--- src/core/nvm_map.svh ---
`ifndef NVM_MAP_SVH
`define NVM_MAP_SVH

// Register byte offsets on the AXI4-Lite port
`define NVM_CTRL_OFS 8'h00
`define NVM_TPTR_OFS 8'h04
`define NVM_WDATA_OFS 8'h08
`define NVM_RDATA_OFS 8'h0C
`define NVM_IRQ_STAT_OFS 8'h10
`define NVM_IRQ_CLR_OFS 8'h14
`define NVM_IRQ_EN_OFS 8'h18

// Control register field positions
`define NVM_BIT_PROG_SEL 7
`define NVM_BIT_CFG_SEL 6
`define NVM_BIT_ROW_ERASE 4
`define NVM_BIT_WR_ERR 3
`define NVM_BIT_PERMIT 2
`define NVM_BIT_WSTART 1
`define NVM_BIT_RSTART 0

// Interrupt status bit positions
`define NVM_EV_WDONE 0
`define NVM_EV_WERR 1
`define NVM_EV_RDONE 2

// Reset values
`define NVM_CTRL_RST 8'h00
`define NVM_IRQ_EN_RST 3'h0

// Widths
`define NVM_ADDR_W 22
`define NVM_DATA_W 8

// Self-timed program cycle, least time
`define NVM_WRITE_TIME_NS 1000
`define NVM_CLK_PERIOD_NS 8
`define NVM_WRITE_CYCLES ((`NVM_WRITE_TIME_NS + `NVM_CLK_PERIOD_NS - 1) / `NVM_CLK_PERIOD_NS)

// AXI responses
`define NVM_RESP_OKAY 2'b00
`define NVM_RESP_SLVERR 2'b10

`endif

--- src/core/nvm_pkg.sv ---
package nvm_pkg;

    `include "nvm_map.svh"

    typedef struct packed {
        logic program_or_eeprom_select;
        logic config_space_select;
        logic unused;
        logic row_erase_enable;
        logic write_error_flag;
        logic write_permit;
        logic write_start;
        logic read_start;
    } ctrl_t;

    typedef struct packed {
        logic program_or_eeprom_select;
        logic config_space_select;
        logic erase;
        logic write_active;
        logic read_strobe;
        logic [`NVM_ADDR_W-1:0] addr;
        logic [`NVM_DATA_W-1:0] wdata;
    } nvm_cmd_t;

    typedef enum logic {
        TMR_IDLE,
        TMR_RUN
    } tmr_state_t;

endpackage

--- src/core/nvm_access_control.sv ---
// What this block does
// RULE_01: Top select bit picks flash, else EEPROM.
// RULE_02: Bit six selects configuration space when set.
// RULE_03: Row-erase bit makes next write erase block.
// RULE_04: Cut-short or improper write sets error flag.
// RULE_05: Erase/write start only while write permit set.
// RULE_06: Write start self-times; hardware clears, software sets.
// RULE_07: Read start completes in one cycle, self-clears.
// RULE_08: Read refused while either select bit set.
// RULE_09: Host loads address, data, permit before starting.
//
// Chosen here: the AXI4-Lite register port and the register addresses.
`timescale 1ns/1ps
`include "nvm_map.svh"

module nvm_access_control
    import nvm_pkg::*;
#(
    parameter int WRITE_CYCLES = `NVM_WRITE_CYCLES
) (
    input wire logic ref_clk, // System clock, 125 MHz
    input wire logic rst_b, // Power-on reset, async
    input wire logic warm_rst, // Other device resets, sync level
    input wire logic [7:0] s_axi_awaddr, // Write address
    input wire logic s_axi_awvalid, // Write address valid
    output logic s_axi_awready, // Write address ready
    input wire logic [31:0] s_axi_wdata, // Write data
    input wire logic [3:0] s_axi_wstrb, // Write byte strobes
    input wire logic s_axi_wvalid, // Write data valid
    output logic s_axi_wready, // Write data ready
    output logic [1:0] s_axi_bresp, // Write response
    output logic s_axi_bvalid, // Write response valid
    input wire logic s_axi_bready, // Write response ready
    input wire logic [7:0] s_axi_araddr, // Read address
    input wire logic s_axi_arvalid, // Read address valid
    output logic s_axi_arready, // Read address ready
    output logic [31:0] s_axi_rdata, // Read data
    output logic [1:0] s_axi_rresp, // Read response
    output logic s_axi_rvalid, // Read data valid
    input wire logic s_axi_rready, // Read data ready
    output nvm_cmd_t nvm_cmd, // Command to the memory arrays
    input wire logic [`NVM_DATA_W-1:0] nvm_rdata, // Array read data, same cycle
    output logic irq // Level interrupt
);

    if (WRITE_CYCLES < 1) begin : g_bad_cycles
        $error("nvm_access_control: WRITE_CYCLES must be at least 1");
    end

    // Bus slave state
    logic awready_q, awready_d, wready_q, wready_d;
    logic aw_full_q, aw_full_d, w_full_q, w_full_d;
    logic [7:0] aw_addr_q, aw_addr_d;
    logic [31:0] w_data_q, w_data_d;
    logic [3:0] w_strb_q, w_strb_d;
    logic bvalid_q, bvalid_d;
    logic [1:0] bresp_q, bresp_d;
    logic arready_q, arready_d, rvalid_q, rvalid_d;
    logic [31:0] rdata_q, rdata_d;
    logic [1:0] rresp_q, rresp_d;
    logic do_wr, ar_take;

    // Register state
    ctrl_t ctrl_q, ctrl_d;
    logic [`NVM_ADDR_W-1:0] tptr_q, tptr_d;
    logic [`NVM_DATA_W-1:0] wbuf_q, wbuf_d, rbuf_q, rbuf_d;
    logic [2:0] stat_q, stat_d, en_q, en_d, ev;
    logic irq_q, irq_d;
    nvm_cmd_t cmd_q, cmd_d;
    logic erase_latch_q, erase_latch_d;
    logic wr_go, tmr_busy, tmr_done;

    always_comb begin
        aw_full_d = aw_full_q;
        aw_addr_d = aw_addr_q;
        w_full_d = w_full_q;
        w_data_d = w_data_q;
        w_strb_d = w_strb_q;
        if (s_axi_awvalid && awready_q) begin
            aw_full_d = 1'b1;
            aw_addr_d = s_axi_awaddr;
        end
        if (s_axi_wvalid && wready_q) begin
            w_full_d = 1'b1;
            w_data_d = s_axi_wdata;
            w_strb_d = s_axi_wstrb;
        end
        do_wr = aw_full_q && w_full_q && !bvalid_q;
        if (do_wr) begin
            aw_full_d = 1'b0;
            w_full_d = 1'b0;
        end
        bvalid_d = do_wr || (bvalid_q && !s_axi_bready);
        bresp_d = bresp_q;
        if (do_wr) begin
            unique case (aw_addr_q)
                `NVM_CTRL_OFS, `NVM_TPTR_OFS, `NVM_WDATA_OFS, `NVM_IRQ_CLR_OFS, `NVM_IRQ_EN_OFS:
                    bresp_d = `NVM_RESP_OKAY;
                // Read-only data and status take a write as an error
                default: bresp_d = `NVM_RESP_SLVERR;
            endcase
        end
        awready_d = !aw_full_d && !bvalid_d;
        wready_d = !w_full_d && !bvalid_d;
    end

    always_comb begin
        ar_take = s_axi_arvalid && arready_q;
        rvalid_d = ar_take || (rvalid_q && !s_axi_rready);
        arready_d = !rvalid_d;
        rdata_d = rdata_q;
        rresp_d = rresp_q;
        if (ar_take) begin
            rresp_d = `NVM_RESP_OKAY;
            unique case (s_axi_araddr)
                `NVM_CTRL_OFS: rdata_d = {24'h000000, ctrl_q};
                `NVM_TPTR_OFS: rdata_d = 32'(tptr_q);
                `NVM_WDATA_OFS: rdata_d = 32'(wbuf_q);
                `NVM_RDATA_OFS: rdata_d = 32'(rbuf_q);
                `NVM_IRQ_STAT_OFS: rdata_d = 32'(stat_q);
                `NVM_IRQ_CLR_OFS: rdata_d = 32'h00000000;
                `NVM_IRQ_EN_OFS: rdata_d = 32'(en_q);
                default: begin
                    rdata_d = 32'h00000000;
                    rresp_d = `NVM_RESP_SLVERR;
                end
            endcase
        end
    end

    always_ff @(posedge ref_clk or negedge rst_b) begin
        if (!rst_b) begin
            awready_q <= 1'b0;
            wready_q <= 1'b0;
            aw_full_q <= 1'b0;
            w_full_q <= 1'b0;
            aw_addr_q <= 8'h00;
            w_data_q <= 32'h00000000;
            w_strb_q <= 4'h0;
            bvalid_q <= 1'b0;
            bresp_q <= `NVM_RESP_OKAY;
            arready_q <= 1'b0;
            rvalid_q <= 1'b0;
            rdata_q <= 32'h00000000;
            rresp_q <= `NVM_RESP_OKAY;
        end else begin
            awready_q <= awready_d;
            wready_q <= wready_d;
            aw_full_q <= aw_full_d;
            w_full_q <= w_full_d;
            aw_addr_q <= aw_addr_d;
            w_data_q <= w_data_d;
            w_strb_q <= w_strb_d;
            bvalid_q <= bvalid_d;
            bresp_q <= bresp_d;
            arready_q <= arready_d;
            rvalid_q <= rvalid_d;
            rdata_q <= rdata_d;
            rresp_q <= rresp_d;
        end
    end

    // Control register, memory command and interrupt state
    always_comb begin
        logic wr_ctrl, start_req, new_prog, new_cfg;
        wr_ctrl = do_wr && (aw_addr_q == `NVM_CTRL_OFS) && w_strb_q[0];
        start_req = 1'b0;
        new_prog = ctrl_q.program_or_eeprom_select;
        new_cfg = ctrl_q.config_space_select;
        ctrl_d = ctrl_q;
        tptr_d = tptr_q;
        wbuf_d = wbuf_q;
        rbuf_d = rbuf_q;
        en_d = en_q;
        erase_latch_d = erase_latch_q;
        ev = 3'h0;
        wr_go = 1'b0;

        if (ctrl_q.read_start) begin
            rbuf_d = nvm_rdata; // RULE_07
            ctrl_d.read_start = 1'b0; // RULE_07
            ev[`NVM_EV_RDONE] = 1'b1;
        end
        if (tmr_done) begin
            ctrl_d.write_start = 1'b0; // RULE_06
            ctrl_d.write_error_flag = 1'b0; // RULE_04
            ev[`NVM_EV_WDONE] = 1'b1;
        end

        if (do_wr && w_strb_q[0]) begin
            if (aw_addr_q == `NVM_TPTR_OFS) begin
                tptr_d = w_data_q[`NVM_ADDR_W-1:0];
            end
            if (aw_addr_q == `NVM_WDATA_OFS) begin
                wbuf_d = w_data_q[`NVM_DATA_W-1:0];
            end
            if (aw_addr_q == `NVM_IRQ_EN_OFS) begin
                en_d = w_data_q[2:0];
            end
        end
        if (wr_ctrl) begin
            new_prog = w_data_q[`NVM_BIT_PROG_SEL];
            new_cfg = w_data_q[`NVM_BIT_CFG_SEL];
            ctrl_d.program_or_eeprom_select = new_prog; // RULE_01
            ctrl_d.config_space_select = new_cfg; // RULE_02
            ctrl_d.row_erase_enable = w_data_q[`NVM_BIT_ROW_ERASE];
            ctrl_d.write_permit = w_data_q[`NVM_BIT_PERMIT];
            ctrl_d.write_error_flag = w_data_q[`NVM_BIT_WR_ERR];
            // Writing zero to a start bit does nothing
            start_req = w_data_q[`NVM_BIT_WSTART] && !ctrl_q.write_start && !tmr_busy;
            if (w_data_q[`NVM_BIT_RSTART] && !new_prog && !new_cfg) begin // RULE_08
                ctrl_d.read_start = 1'b1; // RULE_07
            end
        end
        if (start_req) begin
            // Permit is sampled as it stood before this write
            if (ctrl_q.write_permit) begin // RULE_05 RULE_09
                ctrl_d.write_start = 1'b1; // RULE_06
                erase_latch_d = w_data_q[`NVM_BIT_ROW_ERASE]; // RULE_03
                wr_go = 1'b1;
            end else begin
                ev[`NVM_EV_WERR] = 1'b1; // RULE_04
            end
        end

        if (warm_rst) begin
            // Selects and the error flag survive so software can trace the fault
            if (ctrl_q.write_start) begin
                ev[`NVM_EV_WERR] = 1'b1; // RULE_04
            end
            ctrl_d.write_start = 1'b0;
            ctrl_d.read_start = 1'b0;
            ctrl_d.write_permit = 1'b0;
            ctrl_d.row_erase_enable = 1'b0;
            ev[`NVM_EV_WDONE] = 1'b0;
            ev[`NVM_EV_RDONE] = 1'b0;
            wr_go = 1'b0;
        end
        if (ev[`NVM_EV_WERR]) begin
            ctrl_d.write_error_flag = 1'b1; // RULE_04
        end
        ctrl_d.unused = 1'b0;

        // Hardware set wins over a clear in the same cycle
        stat_d = stat_q;
        if (do_wr && (aw_addr_q == `NVM_IRQ_CLR_OFS) && w_strb_q[0]) begin
            stat_d = stat_q & ~w_data_q[2:0];
        end
        stat_d = stat_d | ev;
        irq_d = |(stat_d & en_d);

        cmd_d.program_or_eeprom_select = ctrl_d.program_or_eeprom_select; // RULE_01
        cmd_d.config_space_select = ctrl_d.config_space_select; // RULE_02
        cmd_d.erase = ctrl_d.write_start && erase_latch_d; // RULE_03
        cmd_d.write_active = ctrl_d.write_start; // RULE_05
        cmd_d.read_strobe = ctrl_d.read_start;
        cmd_d.addr = tptr_d;
        cmd_d.wdata = wbuf_d;
    end

    always_ff @(posedge ref_clk or negedge rst_b) begin
        if (!rst_b) begin
            ctrl_q <= `NVM_CTRL_RST;
            tptr_q <= '0;
            wbuf_q <= '0;
            rbuf_q <= '0;
            stat_q <= 3'h0;
            en_q <= `NVM_IRQ_EN_RST;
            irq_q <= 1'b0;
            erase_latch_q <= 1'b0;
            cmd_q <= '0;
        end else begin
            ctrl_q <= ctrl_d;
            tptr_q <= tptr_d;
            wbuf_q <= wbuf_d;
            rbuf_q <= rbuf_d;
            stat_q <= stat_d;
            en_q <= en_d;
            irq_q <= irq_d;
            erase_latch_q <= erase_latch_d;
            cmd_q <= cmd_d;
        end
    end

    // Aborted on warm reset, which leaves the array cycle cut short
    nvm_cycle_timer #(
        .CYCLES(WRITE_CYCLES)
    ) u_timer (
        .ref_clk(ref_clk),
        .rst_b(rst_b),
        .start(wr_go), // RULE_06
        .abort(warm_rst), // RULE_04
        .busy(tmr_busy),
        .done(tmr_done)
    );

    assign s_axi_awready = awready_q;
    assign s_axi_wready = wready_q;
    assign s_axi_bvalid = bvalid_q;
    assign s_axi_bresp = bresp_q;
    assign s_axi_arready = arready_q;
    assign s_axi_rvalid = rvalid_q;
    assign s_axi_rdata = rdata_q;
    assign s_axi_rresp = rresp_q;
    assign nvm_cmd = cmd_q;
    assign irq = irq_q;

endmodule

--- src/core/nvm_cycle_timer.sv ---
`timescale 1ns/1ps

module nvm_cycle_timer
    import nvm_pkg::*;
#(
    parameter int CYCLES = 125
) (
    input wire logic ref_clk, // System clock
    input wire logic rst_b, // Power-on reset
    input wire logic start, // Begin a self-timed cycle
    input wire logic abort, // Cut the cycle short
    output logic busy, // Cycle running
    output logic done // Cycle finished normally
);

    localparam int CW = $clog2(CYCLES + 1);

    if (CYCLES < 1) begin : g_bad_cycles
        $error("nvm_cycle_timer: CYCLES must be at least 1");
    end

    tmr_state_t state_q, state_d;
    logic [CW-1:0] cnt_q, cnt_d;
    logic done_d;

    always_comb begin
        state_d = state_q;
        cnt_d = cnt_q;
        done_d = 1'b0;
        unique case (state_q)
            TMR_IDLE: begin
                if (start && !abort) begin
                    state_d = TMR_RUN;
                    cnt_d = CW'(CYCLES - 1);
                end
            end
            TMR_RUN: begin
                if (abort) begin
                    state_d = TMR_IDLE;
                end else if (cnt_q == '0) begin
                    state_d = TMR_IDLE;
                    done_d = 1'b1;
                end else begin
                    cnt_d = cnt_q - CW'(1);
                end
            end
        endcase
    end

    always_ff @(posedge ref_clk or negedge rst_b) begin
        if (!rst_b) begin
            state_q <= TMR_IDLE;
            cnt_q <= '0;
        end else begin
            state_q <= state_d;
            cnt_q <= cnt_d;
        end
    end

    assign busy = (state_q == TMR_RUN);
    // Unregistered so the owner's command drops after exactly CYCLES cycles
    assign done = done_d;

endmodule

--- config.mk ---
export PLATFORM = sky130hd
export DESIGN_NAME = nvm_access_control
export DESIGN_NICKNAME = d
export VERILOG_FILES = /design/src/core/nvm_pkg.sv /design/src/core/nvm_access_control.sv /design/src/core/nvm_cycle_timer.sv
export VERILOG_INCLUDE_DIRS = /design/src /design/src/core
export SDC_FILE = /design/constraint.sdc
export NUM_CORES = 1
export LEC_CHECK = 0
export ABC_AREA = 1
export BUFFER_PORTS_ARGS = -buffer_cell sky130_fd_sc_hd__buf_2
export CORE_MARGIN = 2
export CORE_UTILIZATION = 42
export CTS_CLUSTER_DIAMETER = 50
export DETAILED_ROUTE_END_ITERATION = 16
export PLACE_DENSITY_LB_ADDON = 0.25
export SKIP_CTS_REPAIR_TIMING = 1
export SLEW_MARGIN = 0
export SYNTH_ARGS = -nofsm -noshare
export SYNTH_HDL_FRONTEND = slang
export SYNTH_SLANG_ARGS = --single-unit
--- constraint.sdc ---
create_clock -name ref_clk -period 3 [get_ports ref_clk]
set_input_delay 0.3 -clock ref_clk [delete_from_list [all_inputs] [get_ports ref_clk]]
set_output_delay 0.3 -clock ref_clk [all_outputs]
set_load 0.02 [all_outputs]
Word-level counts from Yosys, hierarchy flattened
Index checks and enable logic that the tools add are counted.
{ "word_totals": {"regBits": 136, "latch_bits": 0, "ramBits": 0, "mem_bits_ro": 0, "inputBits": 68, "output_inout_bits": 77, "elab_cells": 137, "mem_count": 0} }
{ "classes": {"addsub": 1, "multipliers": 0, "div": 0, "order_cmp": 0, "n_eq_ne": 13, "shift": 0, "mux": 43, "n_bitwise": 5, "n_reduce_logical": 45} }
{ "op_table": {"columns": ["operator", "count"], "rows": [
  ["case mux 22 bit (6 select lines)", 1],
  ["equality test 8 x 5 -> 1 bit, second input constant", 5],
  ["two-way mux 1 bit", 29],
  ["equality test 8 x 4 -> 1 bit, second input constant", 3],
  ["two-way mux 7 bit", 3],
  ["logical AND 1 bit", 20],
  ["two-way mux 3 bit", 6],
  ["equality test 8 x 3 -> 1 bit, second input constant", 2],
  ["logical NOT 8 bit", 2],
  ["case mux 7 bit (2 select lines)", 1],
  ["logical NOT 1 bit", 12],
  ["logical NOT 7 bit", 1],
  ["OR reduction 7 bit", 1],
  ["subtractor 7 x 1 -> 7 bit, second input constant", 1],
  ["bitwise AND 3 bit", 2],
  ["OR reduction 5 bit", 1],
  ["two-way mux 2 bit", 2],
  ["inequality test 2 bit, second input constant", 2],
  ["AND reduction 2 bit", 2],
  ["NOT 3 bit", 1],
  ["OR 3 bit", 1],
  ["AND reduction 3 bit", 1],
  ["nonzero test 3 bit", 1],
  ["OR reduction 3 bit", 1],
  ["5 further kinds", 6]
]} }

Longest topological paths before layout
{ "depth": {"ltp_word": 11, "ltp_mapped": 11, "ltp_nobuf": 10} }

Hierarchy
A second synthesis with hierarchy kept.
{ "hier_totals": {"hier_cells": 647, "area_unflattened_um2": 5575.3} }
{ "by_module_without_submodules": {"columns": ["mod", "n_inst", "cells_per_inst", "area_per_inst_um2", "seq_area_each_um2"], "rows": [
  ["nvm_access_control", 1, 578, 5018.6, 2902.8],
  ["nvm_cycle_timer", 1, 69, 556.8, 200.2]
]} }

Least setup slack after synthesis
No wires, ideal clock.
{ "synth_path": {"path_type": "reg-to-reg", "startpoint": "reg bvalid_q, in the netlist s_axi_bvalid", "endpoint": "reg u_timer.cnt_q[2]", "setup_time_ns": 0.119, "t_arrival_ns": 1.323, "required_ns": 2.881, "slack_ns": 1.558, "stages_incl_launch_ff": 10, "path_buffers": 1, "synth_period_minus_slack_ns": 1.442, "cell_sequence": "dfrtp_1 inv_2 nand3_4 nor2_8 nand4_2 nand2_1 nand2_2 buf_6 nand2_1 o21ai_2"} }
{ "synth_via": {"elab_chain_len": 10} }
{ "synth_rtl": {"columns": ["item", "line_no", "text"], "rows": [
  ["start, declared", "nvm_access_control.sv:56", "logic bvalid_q, bvalid_d;"],
  ["start signal, assigned", "nvm_access_control.sv:154", "bvalid_q <= bvalid_d;"],
  ["logical NOT 1 bit", "nvm_access_control.sv:88", "do_wr = aw_full_q && w_full_q && !bvalid_q;"],
  ["logical AND 1 bit", "nvm_access_control.sv:88", null],
  ["logical AND 1 bit (2 in series)", "nvm_access_control.sv:166", "wr_ctrl = do_wr && (aw_addr_q == `NVM_CTRL_OFS) && w_strb_q[0];"],
  ["two-way mux 1 bit", "nvm_access_control.sv:201", "if (wr_ctrl) begin"],
  ["two-way mux 1 bit", "nvm_access_control.sv:215", "if (start_req) begin"],
  ["two-way mux 1 bit", "nvm_access_control.sv:226", "if (warm_rst) begin"],
  ["logical AND 1 bit", "nvm_cycle_timer.sv:32", "if (start && !abort) begin"],
  ["inequality test 2 x 1 -> 1 bit (no source line)", null, null],
  ["AND reduction 3 bit (no source line)", null, null],
  ["end signal, assigned", "nvm_cycle_timer.sv:56", "cnt_q <= cnt_d;"],
  ["end, declared", "nvm_cycle_timer.sv:23", "logic [CW-1:0] cnt_q, cnt_d;"]
]} }
No other way between the ends.
A chain may end at the register's enable or synchronous reset.

Final worst setup path
{ "layout_path": {"startpoint": "reg arready_q, in the netlist s_axi_arready", "endpoint": "reg rvalid_q, in the netlist s_axi_rvalid"} }
{ "layout_via": {"elab_chain_len": 2} }
{ "layout_rtl": {"columns": ["item", "line_no", "text"], "rows": [
  ["start, declared", "nvm_access_control.sv:58", "logic arready_q, arready_d, rvalid_q, rvalid_d;"],
  ["start signal, assigned", "nvm_access_control.sv:156", "arready_q <= arready_d;"],
  ["logical AND 1 bit", "nvm_access_control.sv:108", "ar_take = s_axi_arvalid && arready_q;"],
  ["logical OR 1 bit", "nvm_access_control.sv:109", "rvalid_d = ar_take || (rvalid_q && !s_axi_rready);"],
  ["named net rvalid_d", "nvm_access_control.sv:58", null],
  ["end signal, assigned", "nvm_access_control.sv:157", "rvalid_q <= rvalid_d;"],
  ["end, declared", "nvm_access_control.sv:58", null]
]} }
The timed path passes the listed nets, and every way through them passes these cells.

==> impl_metrics.ini <==
[timing]
fin_tns_setup_ns = 0
worst_slew_pin_slew_ns = 0.557
hold_viol_final = 0
setup_viol = 0
clock_skew_ns = 0.00641
fmax_mhz = 561
period_share_pct = 59.4
period_needed_ns = 1.78
setup_slack_ns = 1.22
grt_setup_unrepaired = false
drv_slew = 0
slew_headroom_pct = 62.8

[finish]
multi_input_area_um2 = 1960
syn_to_final_growth_pct = 24.2
nFillCells = 1172
drive_above_1_share_pct = 25.7
nets = 797
stdcell_count = 911
diodes = 0
final-seq-area_um2 = 3100

[route]
ant_nets = 0
drc = 0
wl_per_cell_um = 13.8
viasPerCell = 4.82
dr_wl_met2_mm = 5.65
m1WireLength_mm = 6.05
num_vias = 4392
wl_met3_um = 744
routed_wl_mm = 12.6
drt_iter0_markers = 395
top_signal_layer_used = met4
drtPass1Iterations = 5

[flow_run]
max_cap_violations = 0

[synthesis]
yosys_warnings = 0
synth_edf_count = 0
synth_ff_type = dfrtp_1
yosysTopAreaCell = dfrtp_1
synth.cell_area_um2 = 5430
ys_seq_area_share_pct = 57.1
synth_cell_types = 36
yosys.area.top_type_share_pct = 57.1
yosysMostFrequentCell = nand2_1
avgSynthCellArea_um2 = 8.95
synthTopCellsByCount = nand2_1, dfrtp_1, inv_1
synthesis.instances = 607
synth_area_leaders = dfrtp_1, nand2_1, nand3_1
synth-seq-cells = 124
postSynth.asyncResetShare_pct = 100

[floorplanning]
fp.dieH_um = 118
core_um2 = 12600
start_util_pct = 43.1
die-area_um2 = 13900
die_w_um = 118
boundaryPins = 145
rows = 41

[setup_path]
path_buf_inv = 3
rr_worst_depth = 5
critPathSlowestCell = clkinv_1
critPathCaptureType = flop
path_class = flop to flop
crit_family = buffers and inverters
crit_fanout = 30
max_stage_delay_ns = 0.53
arrival_ns = 2.07
reg2reg_setup_slack_ns = 1.22
path_cells = nand2_1 -> buf_4 -> clkinv_1 -> a21oi_1 -> inv_1
startpoint_type = flop
critPathRequiredTime_ns = 3.29
worstSetupPathDepth = 5
worstReg2RegStart = s_axi_arready
r2r-end = s_axi_rvalid

[grt]
grt_pass1_vias = 4143
grt_max_degree = 85
overflow = 0
track_usage_pct = 19.2
antenna_found_initial = 0
grt_pass1_wl_mm = 21.1

[power_and_ir_drop]
leakage_nw = 3.60
power_mw = 5.56
p_per_area_nw_per_um2 = 824
p_sw_mw = 1.73
sequentialPowerShare_pct = 41.0
intPower_mw = 3.83
power.clock.fraction_pct = 38.6
power_frac_comb_pct = 20.4
sw_frac_of_total_pct = 31.1
vdd_drop_max_v = 0.000458

[worst_hold_path]
worstHoldEndpoint = aw_addr_q[1]
hold_class = input port to flop
hold_start = s_axi_awaddr[1]
hold_depth = 3

[clock_network]
cts_sinks = 124
htreeDepth = 4
cts_buffer_depth = 2
cts_made_buffers = 17
cts_root_buf = clkbuf_16
cts_tree = built
clk_pin_slew_worst_paths_ns = 0.05
insertion_delay_ns = 0.41

[placed_design]
dpl.hpwl_mm = 8.89
post-place-ws_ns = 1.21
dp.cells = 879
place.gp.congestion = 0.840
numPortBuffers = 119

[outcome]
outcome = finished clean
[worst max-delay path by stage]
stage | start | endpoint | slack [ns]
6_report | s_axi_arready | s_axi_rvalid | 1.22
5_1_grt | s_axi_arready | s_axi_rvalid | 1.06
4_1_cts | s_axi_arready | s_axi_rvalid | 1.22
3_5_place_dp | s_axi_arvalid | s_axi_rvalid | 1.21
3_3_place_gp | s_axi_arvalid | s_axi_rvalid | 1.25
2_1_floorplan | s_axi_bvalid | u_timer.cnt_q[2] | 1.56
[cells by family after synthesis]
family                     count (synthesis)  synth area share [%]
and+or+nand+nor                          293                  23.7
DFF                                      124                  57.1
xor gates and xnor gates                   3                 0.484
muxes                                      8                  1.66
buffers and inverters                     87                  7.60
AOI/OAI and AO/OA                         89                  8.89
other                                      1                0.0690
adders and majority gates                  2                 0.460
[registers in the layout, summed over array words and instances, names as in the netlist, 3 cells and up]
name / cells
rbuf_q: 8
ctrl_q: 3
s_axi_rdata: 22
w_data_q: 22
nvm_cmd: 35
stat_q: 3
u_timer.cnt_q: 7
aw_addr_q: 8
en_q: 3
[through the flow]
step / area, um2 / util (%) / hold WS [ns]
after floorplan: 5480 / - / 0.00441
after global placement: 6120 / 48.5 / 0.314
after detailed placement: 6120 / 48.5 / 0.328
after CTS: 6740 / 53.4 / -0.115
after global routing: 6750 / 53.5 / 0.0771
final: 6750 / 53.5 / 0.0861
[per-layer routing]
layer | up-vias | GRT usage (%)
li1 | 2160 | -
met5 | - | 0
met4 | 0 | 6.85
met3 | 10 | 4.99
met1 | 2076 | 27.3
met2 | 146 | 28.4
[worst register-to-register path, delay by kind of cell (launching register included)]
family,cells,cell delay (ns)
AND/OR/NAND/NOR,1,0.06
flip-flops,1,0.37
AO/OA/AOI/OAI,1,0.34
buffers and inverters,3,0.90
[power by group through the flow]
stage                     Clock (mW)  Combinational [mW]  Sequential, mW
after CTS                       2.18                1.16            2.28
after floorplan                    0               0.625            2.41
after global routing            2.26                1.29            2.33
final                           2.15                1.13            2.28
after global placement             0                1.12            2.29
after detailed placement           0                1.15            2.30
[area by class of cell]
class,count,share of cell area (%)
repair buffers,124,9.64
flip-flops and latches,124,46.0
clock inverters,11,2.48
well taps,172,3.19
inverters,53,2.95
clock buffers,20,6.76
multi-input cells,407,29.0
[layout by cell type, fill, tap and decap left out, types with 12 or more instances in the layout]
| master | instances |
|---|---|
| buf_2 | 118 |
| clkbuf_16 | 17 |
| o21ai_0 | 29 |
| dfrtp_1 | 124 |
| conb_1 | 12 |
| o21ai_1 | 35 |
| nor2_1 | 34 |
| inv_1 | 45 |
| nand3_1 | 41 |
| a21oi_1 | 13 |
| nand2_1 | 193 |
Note: power is estimated with default switching activity, not from simulation.
